### src/pkg/arc_pkg.sv
// arc_pkg: register map, field positions, reset values and carrier types
// for the converter result, compare and calibration register block.
// assumes an 8-bit register port with byte-wide offsets.
`default_nettype none
package arc_pkg;
	// register offsets
	localparam logic [7:0] OFS_RES_HI  = 8'h00;
	localparam logic [7:0] OFS_RES_LO  = 8'h01;
	localparam logic [7:0] OFS_CV_HI   = 8'h02;
	localparam logic [7:0] OFS_CV_LO   = 8'h03;
	localparam logic [7:0] OFS_TRGCMP  = 8'h04;
	localparam logic [7:0] OFS_CALCONT = 8'h05;
	localparam logic [7:0] OFS_OFSC_HI = 8'h06;
	localparam logic [7:0] OFS_OFSC_LO = 8'h07;
	localparam logic [7:0] OFS_PG_HI   = 8'h08;
	localparam logic [7:0] OFS_PG_LO   = 8'h09;
	localparam logic [7:0] OFS_MG_HI   = 8'h0A;
	localparam logic [7:0] OFS_MG_LO   = 8'h0B;
	localparam logic [7:0] OFS_CALP0   = 8'h0C;
	localparam logic [7:0] OFS_CALM0   = 8'h13;
	localparam int         NUM_CAL     = 7;
	// field positions
	localparam int BIT_ACTIVE  = 7;
	localparam int BIT_TRGSEL  = 6;
	localparam int BIT_CMPEN   = 5;
	localparam int BIT_CMPGE   = 4;
	localparam int BIT_CAL     = 7;
	localparam int BIT_CALIBRATION_FAILED_FLAG    = 6;
	localparam int BIT_CONT    = 3;
	// reset values
	localparam logic [7:0]  RST_BYTE = 8'h00;
	localparam logic [15:0] RST_GAIN = 16'h8000;
	// resolution encodings
	typedef enum logic [1:0] {
		RES_8   = 2'b00,
		RES_12  = 2'b01,
		RES_10  = 2'b10,
		RES_RSV = 2'b11
	} arc_res_t;
	// one finished raw conversion from the analog core
	typedef struct packed {
		logic        done;
		logic [11:0] raw;
	} arc_conv_t;
	// calibration completion with both value sets, each right justified
	typedef struct packed {
		logic                done;
		logic [6:0][9:0]     plus;
		logic [6:0][9:0]     minus;
	} arc_cal_t;
endpackage
`default_nettype wire

### src/rtl/arc_regs.sv
// arc_regs: result, compare, trigger/compare control, calibration control,
// offset, gain and calibration-value registers of the converter.
// assumes a synchronous 8-bit register port and an analog core that
// reports each finished conversion and calibration with a one-cycle pulse.
// Function
// - high-byte read locks result pair until low byte read.
// - result finishing while locked is dropped.
// - 8-bit resolution never locks; every result that passes compare lands.
// - result unsigned right justified, unused upper bits zero.
// - low byte holds bits 7:0, high byte the upper bits.
// - compare high supplies four or two upper bits, unused in 8-bit.
// - compare low bits compared against result bits 7:0.
// - active bit set on conversion start, cleared on finish or abort.
// - trigger select picks software write or hardware trigger input.
// - compare enable turns automatic compare on or off.
// - compare direction: 0 less than, 1 greater or equal.
// - calibration bit starts calibration, stays set, self-clears on finish.
// - starting calibration aborts a running conversion.
// - calibration fails with hardware trigger selected, register write or stop.
// - writing one clears calibration-failed flag, zero leaves it.
// - continuous bit repeats conversions after a trigger.
// - left-justified signed offset subtracted before storing result.
// - corrected result saturates to resolution limits.
// - calibration finish loads seven plus-side values.
// - calibration finish loads seven minus-side values.
// - resolution 00 8-bit, 01 12-bit, 10 10-bit, 11 reserved.
// - storing a result pulses the conversion-complete flag set.
//
// Chosen here: the strobed register port and the register offsets.
`timescale 1ns/1ps
`default_nettype none
module arc_regs
	import arc_pkg::*;
#(
	parameter int AW = 8
) (
	// clock and reset
	input  wire logic          mclk_i,
	input  wire logic          arst_n_i,
	// register port
	input  wire logic [AW-1:0] reg_addr_i,
	input  wire logic [7:0]    reg_wdata_i,
	input  wire logic          reg_wr_i,
	input  wire logic          reg_rd_i,
	output logic      [7:0]    reg_rdata_o,
	// converter side
	input  wire arc_res_t      mode_i,
	input  wire logic          sc1_wr_i,
	input  wire logic          hw_trig_i,
	input  wire logic          stop_i,
	input  wire arc_conv_t     conv_i,
	input  wire arc_cal_t      cal_i,
	// controls and events
	output logic               conv_start_o,
	output logic               conv_abort_o,
	output logic               cal_start_o,
	output logic               conv_complete_o,
	output logic      [15:0]   plus_gain_o,
	output logic      [15:0]   minus_gain_o
);
	// register state
	logic [11:0] result;
	logic        lock;
	logic [7:0]  cv_hi, cv_lo;
	logic        active, trg_sel, cmp_en, cmp_ge;
	logic        cal_busy, calibration_failed_flag, cont;
	logic [15:0] ofs_val, pg_val, mg_val;
	logic [NUM_CAL-1:0][9:0] calp, calm;

	// address decode
	wire wr_hit_tc  = reg_wr_i && reg_addr_i == AW'(OFS_TRGCMP);
	wire wr_hit_cc  = reg_wr_i && reg_addr_i == AW'(OFS_CALCONT);
	wire rd_hit_rh  = reg_rd_i && reg_addr_i == AW'(OFS_RES_HI);
	wire rd_hit_rl  = reg_rd_i && reg_addr_i == AW'(OFS_RES_LO);
	wire is_8bit    = mode_i == RES_8;

	// calibration start; a write that sets the bit while idle
	wire cal_go     = wr_hit_cc && reg_wdata_i[BIT_CAL] && !cal_busy;
	wire cal_end    = cal_busy && cal_i.done;
	// any other write or outside write during calibration spoils it
	wire cal_spoil  = cal_busy && (trg_sel || stop_i || sc1_wr_i ||
		(reg_wr_i && !cal_go));
	wire calibration_failed_flag_clr   = wr_hit_cc && reg_wdata_i[BIT_CALIBRATION_FAILED_FLAG];

	// conversion starts: software write or hardware trigger, then repeats
	wire sw_start   = sc1_wr_i && !trg_sel;
	wire hw_start   = hw_trig_i && trg_sel;
	wire conv_end   = active && conv_i.done;
	wire restart    = conv_end && cont;
	wire start      = (sw_start || hw_start || restart) && !cal_busy && !cal_go;
	wire abort      = cal_go && active;

	// offset: left justified, so shift down to the result's lsb weight
	wire [3:0] ofs_sh = is_8bit ? 4'd8 : (mode_i == RES_10 ? 4'd6 : 4'd4);
	wire signed [16:0] ofs_al = 17'(signed'(ofs_val) >>> ofs_sh);
	wire signed [16:0] diff = signed'({5'b0_0000, conv_i.raw}) - ofs_al;
	wire [11:0] res_max = is_8bit ? 12'h00FF :
		(mode_i == RES_10 ? 12'h03FF : 12'h0FFF);
	// saturate to 0..max of the current resolution
	wire [11:0] corr = diff < 0 ? 12'h0000 :
		(diff > signed'({5'b0_0000, res_max}) ? res_max : diff[11:0]);

	// compare value masked per resolution; high byte unused in 8-bit
	wire [11:0] cv_full = is_8bit ? {4'h0, cv_lo} :
		(mode_i == RES_10 ? {2'b00, cv_hi[1:0], cv_lo} : {cv_hi[3:0], cv_lo});
	wire cmp_hit = cmp_ge ? (corr >= cv_full) : (corr < cv_full);
	wire cmp_ok  = !cmp_en || cmp_hit;
	// locked pair drops the result; 8-bit ignores the lock
	wire store   = conv_end && cmp_ok && !(lock && !is_8bit);

	// result pair and read interlock
	always_ff @(posedge mclk_i or negedge arst_n_i) begin
		if (!arst_n_i) begin
			result <= 12'h000;
			lock   <= 1'b0;
		end else begin
			if (store)
				result <= corr & res_max;
			if (rd_hit_rl)
				lock <= 1'b0;
			else if (rd_hit_rh && !is_8bit)
				lock <= 1'b1;
		end
	end

	// conversion active and trigger/compare control
	always_ff @(posedge mclk_i or negedge arst_n_i) begin
		if (!arst_n_i) begin
			active  <= 1'b0;
			trg_sel <= 1'b0;
			cmp_en  <= 1'b0;
			cmp_ge  <= 1'b0;
		end else begin
			if (start)
				active <= 1'b1;
			else if (conv_end || abort)
				active <= 1'b0;
			if (wr_hit_tc) begin
				trg_sel <= reg_wdata_i[BIT_TRGSEL];
				cmp_en  <= reg_wdata_i[BIT_CMPEN];
				cmp_ge  <= reg_wdata_i[BIT_CMPGE];
			end
		end
	end

	// calibration control; the fail flag set wins over its clear
	always_ff @(posedge mclk_i or negedge arst_n_i) begin
		if (!arst_n_i) begin
			cal_busy <= 1'b0;
			calibration_failed_flag     <= 1'b0;
			cont     <= 1'b0;
		end else begin
			if (cal_go)
				cal_busy <= 1'b1;
			else if (cal_end)
				cal_busy <= 1'b0;
			if (cal_spoil)
				calibration_failed_flag <= 1'b1;
			else if (calibration_failed_flag_clr)
				calibration_failed_flag <= 1'b0;
			if (wr_hit_cc)
				cont <= reg_wdata_i[BIT_CONT];
		end
	end

	// plain byte registers: compare value, offset and gains
	always_ff @(posedge mclk_i or negedge arst_n_i) begin
		if (!arst_n_i) begin
			cv_hi   <= RST_BYTE;
			cv_lo   <= RST_BYTE;
			ofs_val <= {RST_BYTE, RST_BYTE};
			pg_val  <= RST_GAIN;
			mg_val  <= RST_GAIN;
		end else if (reg_wr_i) begin
			unique case (reg_addr_i)
				AW'(OFS_CV_HI):   cv_hi         <= reg_wdata_i;
				AW'(OFS_CV_LO):   cv_lo         <= reg_wdata_i;
				AW'(OFS_OFSC_HI): ofs_val[15:8] <= reg_wdata_i;
				AW'(OFS_OFSC_LO): ofs_val[7:0]  <= reg_wdata_i;
				AW'(OFS_PG_HI):   pg_val[15:8]  <= reg_wdata_i;
				AW'(OFS_PG_LO):   pg_val[7:0]   <= reg_wdata_i;
				AW'(OFS_MG_HI):   mg_val[15:8]  <= reg_wdata_i;
				AW'(OFS_MG_LO):   mg_val[7:0]   <= reg_wdata_i;
				default:          ;
			endcase
		end
	end

	// calibration values: widths 6,7,8,9,10,6,6; hardware load on finish,
	// software may still overwrite each, loading the low byte and clearing bits 9:8
	localparam logic [6:0][3:0] CAL_W = {4'd6, 4'd6, 4'd10, 4'd9, 4'd8, 4'd7, 4'd6};
	genvar g;
	generate
		for (g = 0; g < NUM_CAL; g++) begin : g_cal
			wire [9:0] msk = 10'((11'd1 << CAL_W[g]) - 11'd1);
			always_ff @(posedge mclk_i or negedge arst_n_i) begin
				if (!arst_n_i) begin
					calp[g] <= 10'h000;
					calm[g] <= 10'h000;
				end else if (cal_end) begin
					calp[g] <= cal_i.plus[g] & msk;
					calm[g] <= cal_i.minus[g] & msk;
				end else if (reg_wr_i) begin
					if (reg_addr_i == AW'(OFS_CALP0 + 8'(g)))
						calp[g] <= {2'b00, reg_wdata_i} & msk;
					if (reg_addr_i == AW'(OFS_CALM0 + 8'(g)))
						calm[g] <= {2'b00, reg_wdata_i} & msk;
				end
			end
		end
	endgenerate

	// read mux; wide calibration values show only their low byte
	wire [AW-1:0] cal_idx_p = reg_addr_i - AW'(OFS_CALP0);
	wire [AW-1:0] cal_idx_m = reg_addr_i - AW'(OFS_CALM0);
	wire in_calp = reg_addr_i >= AW'(OFS_CALP0) && reg_addr_i < AW'(OFS_CALM0);
	wire in_calm = reg_addr_i >= AW'(OFS_CALM0) &&
		reg_addr_i < AW'(OFS_CALM0 + 8'(NUM_CAL));
	logic [7:0] rd_mux;
	always_comb begin
		rd_mux = 8'h00;
		unique case (reg_addr_i)
			AW'(OFS_RES_HI):   rd_mux = {4'h0, result[11:8]};
			AW'(OFS_RES_LO):   rd_mux = result[7:0];
			AW'(OFS_CV_HI):    rd_mux = cv_hi;
			AW'(OFS_CV_LO):    rd_mux = cv_lo;
			AW'(OFS_TRGCMP):   rd_mux = {active, trg_sel, cmp_en, cmp_ge, 4'h0};
			AW'(OFS_CALCONT):  rd_mux = {cal_busy, calibration_failed_flag, 2'b00, cont, 3'b000};
			AW'(OFS_OFSC_HI):  rd_mux = ofs_val[15:8];
			AW'(OFS_OFSC_LO):  rd_mux = ofs_val[7:0];
			AW'(OFS_PG_HI):    rd_mux = pg_val[15:8];
			AW'(OFS_PG_LO):    rd_mux = pg_val[7:0];
			AW'(OFS_MG_HI):    rd_mux = mg_val[15:8];
			AW'(OFS_MG_LO):    rd_mux = mg_val[7:0];
			default: begin
				if (in_calp)
					rd_mux = calp[cal_idx_p[2:0]][7:0];
				else if (in_calm)
					rd_mux = calm[cal_idx_m[2:0]][7:0];
			end
		endcase
	end

	// registered read data and event pulses
	always_ff @(posedge mclk_i or negedge arst_n_i) begin
		if (!arst_n_i) begin
			reg_rdata_o     <= 8'h00;
			conv_complete_o <= 1'b0;
		end else begin
			reg_rdata_o     <= reg_rd_i ? rd_mux : 8'h00;
			conv_complete_o <= store;
		end
	end

	// start, abort and calibration pulses go straight to the core
	assign conv_start_o = start;
	assign conv_abort_o = abort;
	assign cal_start_o  = cal_go;
	assign plus_gain_o  = pg_val;
	assign minus_gain_o = mg_val;

	// checks
	property p_rh_lock;
		@(posedge mclk_i) disable iff (!arst_n_i)
		rd_hit_rh && !is_8bit |=> lock;
	endproperty
	a_rh_lock: assert property (p_rh_lock) else $error("high read did not lock");

	property p_lock_drop;
		@(posedge mclk_i) disable iff (!arst_n_i)
		lock && !is_8bit && conv_end |=> $stable(result) && !conv_complete_o;
	endproperty
	a_lock_drop: assert property (p_lock_drop) else $error("locked result overwritten");

	property p_8bit_free;
		@(posedge mclk_i) disable iff (!arst_n_i)
		is_8bit && conv_end && !cmp_en |=> conv_complete_o && result == $past(corr);
	endproperty
	a_8bit_free: assert property (p_8bit_free) else $error("8-bit result not stored");

	property p_upper_zero;
		@(posedge mclk_i) disable iff (!arst_n_i)
		store && is_8bit |=> result[11:8] == 4'h0;
	endproperty
	a_upper_zero: assert property (p_upper_zero) else $error("8-bit upper bits set");

	property p_active;
		@(posedge mclk_i) disable iff (!arst_n_i)
		start |=> active;
	endproperty
	a_active: assert property (p_active) else $error("active not set on start");

	property p_cal_abort;
		@(posedge mclk_i) disable iff (!arst_n_i)
		cal_go && active |=> !active && cal_busy ##1 !conv_start_o;
	endproperty
	a_cal_abort: assert property (p_cal_abort) else $error("calibration did not abort");

	property p_cal_stop;
		@(posedge mclk_i) disable iff (!arst_n_i)
		cal_busy && stop_i |=> calibration_failed_flag;
	endproperty
	a_cal_stop: assert property (p_cal_stop) else $error("stop did not fail calibration");

	property p_calibration_failed_flag_w1c;
		@(posedge mclk_i) disable iff (!arst_n_i)
		calibration_failed_flag && calibration_failed_flag_clr && !cal_spoil |=> !calibration_failed_flag;
	endproperty
	a_calibration_failed_flag_w1c: assert property (p_calibration_failed_flag_w1c) else $error("fail flag not cleared");

	property p_cal_done;
		@(posedge mclk_i) disable iff (!arst_n_i)
		cal_end |=> !cal_busy && calp[4] == $past(cal_i.plus[4]);
	endproperty
	a_cal_done: assert property (p_cal_done) else $error("calibration finish wrong");

	property p_sat_low;
		@(posedge mclk_i) disable iff (!arst_n_i)
		store && diff < 0 |=> result == 12'h000;
	endproperty
	a_sat_low: assert property (p_sat_low) else $error("negative not saturated");

	property p_hw_start;
		@(posedge mclk_i) disable iff (!arst_n_i)
		hw_trig_i && trg_sel && !cal_busy && !cal_go |-> conv_start_o;
	endproperty
	a_hw_start: assert property (p_hw_start) else $error("hardware trigger ignored");

	property p_restart;
		@(posedge mclk_i) disable iff (!arst_n_i)
		conv_end && cont && !cal_busy && !cal_go |-> conv_start_o;
	endproperty
	a_restart: assert property (p_restart) else $error("continuous mode did not restart");

	property p_cmp_drop;
		@(posedge mclk_i) disable iff (!arst_n_i)
		conv_end && cmp_en && cmp_ge && corr < cv_full |=> !conv_complete_o;
	endproperty
	a_cmp_drop: assert property (p_cmp_drop) else $error("failed compare stored");

	// minus value 0 is six bits wide, so only the low six bits may land
	property p_cal_load_m;
		@(posedge mclk_i) disable iff (!arst_n_i)
		cal_end |=> calm[0] == ($past(cal_i.minus[0]) & 10'h03F);
	endproperty
	a_cal_load_m: assert property (p_cal_load_m) else $error("minus value 0 not loaded");

	c_locked_drop: cover property (@(posedge mclk_i) disable iff (!arst_n_i)
		lock && conv_end && !is_8bit);
	c_cal_ok: cover property (@(posedge mclk_i) disable iff (!arst_n_i)
		cal_end && !calibration_failed_flag);
	c_cont: cover property (@(posedge mclk_i) disable iff (!arst_n_i) restart);
	c_hw_trig: cover property (@(posedge mclk_i) disable iff (!arst_n_i)
		hw_start && !cal_busy);
endmodule
`default_nettype wire

### config.mk
export PLATFORM = sky130hd
export DESIGN_NAME = arc_regs
export DESIGN_NICKNAME = d
export VERILOG_FILES = /design/src/pkg/arc_pkg.sv /design/src/rtl/arc_regs.sv
export SDC_FILE = /design/constraint.sdc
export NUM_CORES = 1
export LEC_CHECK = 0
export BUFFER_PORTS_ARGS = -buffer_cell sky130_fd_sc_hd__buf_2
export CAP_MARGIN = 20
export CORE_MARGIN = 1.5
export CORE_UTILIZATION = 60
export DETAILED_ROUTE_END_ITERATION = 12
export PLACE_DENSITY = 0.86
export SLEW_MARGIN = 0
export SYNTH_ARGS = -nofsm -noshare
export SYNTH_HDL_FRONTEND = slang
export SYNTH_SLANG_ARGS = --single-unit
### constraint.sdc
create_clock -name mclk_i -period 15.9 [get_ports mclk_i]
set_input_delay 0.795 -clock mclk_i [delete_from_list [all_inputs] [get_ports mclk_i]]
set_output_delay 0.795 -clock mclk_i [all_outputs]
set_load 0.01 [all_outputs]
==> results of run 1 <==
registers in the layout, summed over array words and instances (netlist names), 8 cells and up:
signal        flops
calm             49
calp             49
minus_gain_o     16
ofs_val          16
plus_gain_o      16
result           12
cv_hi             8
cv_lo             8
reg_rdata_o       8
path summary, 6_finish.rpt:
check                           start                to  slack [ns]  cells past startpoint
min in group mclk_i         result[4]         result[4]        0.52                      2
hold / removal               arst_n_i   conv_complete_o        0.41                      1
setup / recovery            mode_i[1]         result[6]        8.75                     30
hold reg to reg             result[4]         result[4]        0.52                      2
setup reg to reg           ofs_val[8]         result[6]        8.96                     29
max in group asynchronous    arst_n_i  minus_gain_o[15]       14.20                      3
final cells by class:
type | count | area [sq um]
Clock inverter | 8 | 82.6
Tap cell | 229 | 287
Inverter | 25 | 93.8
Clock buffer | 23 | 468
Fill cell | 1339 | 5440
Multi-Input combinational cell | 812 | 5750
Timing Repair Buffer | 186 | 992
Sequential cell | 191 | 4780
through the flow:
step	area (sq um)	util [%]	worst slack, ns	hold WS, ns	instances
after global placement	11900	66.2	8.63	0.475	1441
after floorplan	10900	-	9.04	0.444	1098
final	12500	69.6	8.75	0.410	1474
after detailed placement	11900	66.2	8.43	0.488	1441
after CTS	12400	69.3	8.83	0.497	1472
after global routing	12500	69.6	8.14	0.539	1474
kinds of logic (layout without fill, tap and decap cells):
kind of cell             after synthesis  in the layout  share of synthesized area, %
flip-flops                           191            191                          43.9
adder cells (fa/ha/maj)               32             32                          3.74
XOR/XNOR                               8              8                         0.643
AO/OA/AOI/OAI                        270            270                          15.6
AND/OR/NAND/NOR                      297            297                          11.7
multiplexers                         205            205                          21.1
buffers and inverters                 95            242                          3.35
layout by cell type, fill, tap and decap left out, types with 14 or more instances in the layout:
cell type / synthesis / final
ha_1: 31 / 31
dfrtp_1: 189 / 189
a31oi_1: 14 / 14
o21ai_0: 126 / 126
nand2_1: 163 / 163
mux2i_1: 116 / 116
inv_1: 24 / 24
buf_2: 1 / 179
a21oi_1: 35 / 35
clkbuf_16: 0 / 17
a22oi_1: 17 / 17
nand3_1: 15 / 15
mux2_2: 76 / 76
nor2_1: 63 / 63
worst register-to-register path, delay by kind of cell (launching register included):
family | cells | cell delay (ns)
XOR/XNOR | 1 | 0.24
buffers and inverters | 2 | 0.15
AND/OR/NAND/NOR | 6 | 0.94
flip-flops | 1 | 0.45
multiplexers | 1 | 0.10
AO/OA/AOI/OAI | 15 | 3.61
adder cells (fa/ha/maj) | 4 | 1.31
power breakdown:
part	switching, mW	leakage [nW]	internal, mW
Sequential	0.0897	2.36	0.627
Clock	0.186	0.268	0.224
Combinational	0.198	3.51	0.169
layer usage:
| metal | share of wire (%) | vias up | global-route usage [%] |
|---|---|---|---|
| li1 | - | 4276 | - |
| met1 | 40 | 4622 | 46.9 |
| met2 | 46 | 627 | 53.7 |
| met3 | 10 | 101 | 7.32 |
| met4 | 3.3 | 0 | 14.1 |
| met5 | 0 | - | 0 |
==> metrics.md, run 1 <==
| Metric | Value |
|---|---|
| Status | `complete, no violations` |
| Netlist cell types | `59` |
| Starting DRT DRC Count | `1138` |
| Mapped cell area | `0.0109 sq mm` |
| CTS tree | `yes` |
| Count leader, synth | `dfrtp_1` |
| Fin crit share | `44.9%` |
| Post_cts resized | `0` |
| Clock Tree Buf Depth | `2` |
| GRT Overall Usage | `34.4%` |
| Fmax | `0.140 GHz` |
| Sequential share of the synthesized area | `43.9%` |
| Seq cells post-synth | `191` |
| Worst Skew | `0.00896 ns` |
| Worst Setup End Kind | `flip-flop` |
| Worst-skew pair later-pin latency | `0.44 ns` |
| Clk sinks | `191` |
| Post-synth EDFFs | `0` |
| Yosys top cell by area | `dfrtp_1` |
| Post-Syn Nets | `1309` |
| Crit path DAT | `7.44 ns` |
| DRT Pass-1 Iters | `10` |
| Total wire length | `31.8 mm` |
| Layout area overhead | `14.3%` |
| Setup bufs post-CTS | `0` |
| CP dominant cell by count | `o21ai_0` |
| Worst EP required | `16.19 ns` |
| H-tree levels | `4` |
| Mapped Cells | `1098` |
| Avg WL per Cell | `21.6 um` |
| Max Slew Vio Count | `0` |
| Post-Syn Area per Cell | `9.93 sq um` |
| Largest net degree at the start of global routing | `137` |
| Routability Congestion | `0.949` |
| Antenna cells | `0` |
| CP bufs+invs | `3` |
| Post-synth ARST share | `100%` |
| Slew margin rel. | `34.2%` |
| Num CTS Buffers | `17` |
| Crit path time final | `7.15 ns` |
| Core area | `0.0179 sq mm` |
| Yosys top cell area share | `43.4%` |
| Clk slew on worst S/H paths | `0.06 ns` |
| Dominant cells by area after synthesis | `dfrtp_1 (43%), mux2i_1 (11%), mux2_2 (7.9%)` |
| Congestion Overflow GR | `0` |
| Worst min path class | `in2async` |
| Pwr Total | `1.49 mW` |
| Least-Margin Pin Slew | `0.987 ns` |
| Max-Cap Viols | `0` |
| Commonest cells post-synth | `dfrtp_1 (189), nand2_1 (163), o21ai_0 (126)` |
| WS Path Type | `in2reg` |
| Final Hold Viols | `0` |
| Final antenna-violating net count | `0` |
| Max IR drop VDD | `0.0817 mV` |
| PortBufs | `180` |
| Die height | `138 um` |
| Crit-path leading delay family | `compound AO/OA/AOI/OAI gates` |
| Worst path max stage delay | `0.50 ns` |
| Fraction of layout cells with a size suffix above 1 | `25.0%` |
| Post-DP HPWL | `22.4 mm` |
| # setup viols final | `0` |
| Row count | `49` |
| Die footprint | `0.0190 sq mm` |
| Hold-fix buffers, CTS | `0` |
| Power Dens Cells | `120 mW/mm^2` |
| Synth warnings | `0` |
| # IOs | `223` |
| Vias in the first global route | `9224` |
| Slowest cell on the critical path | `a311o_1` |
| Starting Density | `60.9%` |
| Antenna violations before repair | `0` |
| Via Count | `9626` |
| Leak | `6.14 nW` |
| Width of the die | `138 um` |
| RSZ-0062 raised after global routing | `no` |
| Fin nets | `1444` |
| Setup TNS | `0 ns` |
| Vias/cell | `6.53` |
| CTS root buffer | `clkbuf_16` |
| DR DRC count | `0` |
| Post-synth top flop | `dfrtp_1` |
| CP startpoint kind | `input pin` |
| Global-route wire length before repair | `49.3 mm` |
| Critical path peak fanout | `14` |
Note: power is estimated with default switching activity, not from simulation.
==> run 2: changes to the inputs <==
- CORE_UTILIZATION: 60 -> 50
- PLACE_DENSITY: 0.86 -> 0.77
- clock period: 15.9 -> 5.9 ns (I/O delays scaled with it)
==> run 2 against run 1 <==
Flip-flop and latch count did not move. Hold slack lost 0.35 ns. Sequential power rose to 2.7 times the previous value. Non-clock buffer count rose by 89. First-iteration DRC count decreased by 26%. The run now ends with setup timing left. Register-to-register slack got worse by 9.0 ns. Critical path type is now reg2reg. Sequential share of layout area down 2.7 points. Cell area up 7.5%. Routed wire length increased by 7.1%. Utilization fell by 6.5 points. Die area increased by 20%. Count of clock-buffer cells in the layout shrank 2.
==> metrics.md, run 2 (same netlist as run 1, synthesis figures left out) <==
| Metric | Value |
|---|---|
| Status | `finished, violations left` |
| Failing checks | `setup timing` |
| Most common cell after layout, fill and taps aside | `dfrtp_1` |
| Post-DP HPWL | `24.2 mm (+7.9%)` |
| Fin crit share | `101%` |
| Pwr Total | `4.18 mW (+180%)` |
| Layout area overhead | `22.9%` |
| Via Count | `9750 (+1.3%)` |
| Routability Congestion | `0.938 (-1.2%)` |
| Largest net degree at the start of global routing | `132 (-3.6%)` |
| WS Path Type | `reg2reg` |
| Final Hold Viols | `0 (unchanged)` |
| Inst Count DP | `1552 (+7.7%)` |
| Clock network fraction of design power | `27.9% (+0.5 points)` |
| H-tree levels | `4 (unchanged)` |
| Total wire length | `34.1 mm (+7.1%)` |
| Fin nets | `1534 (+6.2%)` |
| RSZ-0062 raised after global routing | `yes` |
| Die footprint | `0.0227 sq mm (+20%)` |
| Crit path launch | `ofs_val[13]` |
| Vias/cell | `6.06 (-7.2%)` |
| Least-Margin Pin Slew | `0.891 ns (-0.0958 ns)` |
| Worst Setup End Kind | `flip-flop` |
| CP startpoint kind | `flip-flop` |
| Post-route design area | `0.0134 sq mm (+7.5%)` |
| Row count | `53 (+8.2%)` |
| Most frequent cells in the layout | `dfrtp_1 (189), buf_2 (179), nand2_1 (163), mux2i_1 (116), o21ai_0 (115)` |
| DRT Pass-1 Iters | `6 (-4)` |
| Fraction of layout cells with a size suffix above 1 | `32.7% (+7.7 points)` |
| GRT Overall Usage | `30.5% (-3.9 points)` |
| Power Dens Cells | `312 mW/mm^2 (+160%)` |
| P_sw | `1.31 mW (+180%)` |
| Clock Tree Buf Depth | `2 (unchanged)` |
| Critical path peak fanout | `7 (-7)` |
| Crit path DAT | `6.32 ns (-1.12 ns)` |
| Switching Share | `31.3% (-0.37 points)` |
| Avg WL per Cell | `21.2 um (-1.9%)` |
| Max IR drop VDD | `0.201 mV (+150%)` |
| Vias in the first global route | `9462 (+2.6%)` |
| Core area | `0.0212 sq mm (+19%)` |
| Worst EP required | `6.25 ns (-9.94 ns)` |
| DR DRC count | `0 (unchanged)` |
| Clk slew on worst S/H paths | `0.07 ns (about the same)` |
| Fin util | `63.1% (-6.5 points)` |
| Worst min path class | `in2reg` |
| Num CTS Buffers | `17 (unchanged)` |
| Max Slew Vio Count | `0 (unchanged)` |
| Starting Density | `51.4% (-9.5 points)` |
| Worst-skew pair later-pin latency | `0.44 ns (about the same)` |
| Final Instance Count excl. Fillers | `1609 (+9.2%)` |
| Setup ws final | `-0.0669 ns (-8.82 ns)` |
| Antenna violations before repair | `2 (+2)` |
| Worst path max stage delay | `0.48 ns (-0.02 ns)` |
| PortBufs | `180 (unchanged)` |
| Largest regs | `calm (49), calp (49)` |
| # setup viols final | `8 (+8)` |
| Antenna cells | `0 (unchanged)` |
| Crit-path leading delay family | `compound AO/OA/AOI/OAI gates` |
| Reg-to-Reg Start | `ofs_val[13]` |
| Sequential power share | `46.1% (-1.9 points)` |
| Congestion Overflow GR | `0 (unchanged)` |
| # IOs | `223 (unchanged)` |
| Die height | `151 um (+9.3%)` |
| Setup TNS | `-0.177 ns (-0.177 ns)` |
| Crit path time final | `5.97 ns` |
| WHS | `0.0596 ns (-0.351 ns)` |
| Fmax | `0.168 GHz` |
| CTS root buffer | `clkbuf_16` |
| Final antenna-violating net count | `0 (unchanged)` |
| Int Power | `2.87 mW (+180%)` |
| Leak | `6.62 nW (+7.8%)` |
| Worst Skew | `0.00719 ns (-0.00177 ns)` |
| Dpl ws | `-0.507 ns (-8.93 ns)` |
| Hold path start | `cal_i[5]` |
| Slew margin rel. | `40.6% (+6.4 points)` |
| Clk sinks | `191 (unchanged)` |
| CTS tree | `yes` |
| Width of the die | `151 um (+9.3%)` |
| Max-Cap Viols | `0 (unchanged)` |
| Comb power frac | `26.0% (+1.4 points)` |
| CP bufs+invs | `1 (-2)` |
| Global-route wire length before repair | `52.1 mm (+5.6%)` |
| Starting DRT DRC Count | `846 (-26%)` |
| Slowest cell on the critical path | `dfrtp_1` |
| Post-DP Area | `0.0124 sq mm (+4.9%)` |
run 2: cell count changes in the layout (fill, tap and decap cells not counted), sizes merged:
cell         delta
clkinv          -2
a311o           +1
bufinv          +1
inv             +1
clkbuf          -1
clkinvlp        +1
buf            +87
dlygate4sd3     +1
run 2: worst paths after layout:
kind,depth (start not counted),end,slack (ns)
hold / removal,3,calm[5],0.06
hold reg to reg,1,ofs_val[2],0.51
min in group asynchronous,2,conv_complete_o,0.26
setup / recovery,28,result[8],-0.07
max in group asynchronous,4,calp[51],4.02
setup reg to reg,28,result[8],-0.07
run 2: metal layers:
| layer | GRT usage (%) | wire [um] | up-vias |
|---|---|---|---|
| met5 | 0 | 15 | - |
| met4 | 10.6 | 936 | 2 |
| met1 | 41.5 | 14400 | 4731 |
| li1 | - | - | 4454 |
| met3 | 7.27 | 2960 | 84 |
| met2 | 47.7 | 15700 | 479 |
run 2: final cells by class:
type	instances	area, sq um
repair buffers	275	1650
inverters	25	93.8
flip-flops and latches	191	4780
clock inverters	9	108
clock buffers	21	470
multi-input cells	813	5940
well taps	275	344
fillers	1769	7830
run 2: power groups by stage:
stage	clock, mW	sequential [mW]	combinational, mW
2_1_floorplan	0	1.86	0.687
3_3_place_gp	0	1.92	0.985
3_5_place_dp	0	1.94	1.02
4_1_cts	1.17	1.92	1.05
5_1_grt	1.22	1.97	1.20
6_report	1.17	1.93	1.09
run 2: worst reg2reg max path, delay by kind of cell (launching register included):
family / cells / cell delay (ns)
AO/OA/AOI/OAI: 15 / 3.15
adder cells (fa/ha/maj): 3 / 0.90
AND/OR/NAND/NOR: 8 / 0.99
flip-flops: 1 / 0.48
buffers and inverters: 1 / 0.12
XOR/XNOR: 1 / 0.23
run 2: what timing repair did:
item	CTS	global route
pin swaps	16	5
hold buffers	0	1
endpoints found under the hold margin	0	13
cloned	1	0
resized for setup	12	28
endpoints found under the setup margin	13	13
buffers inserted	18	6
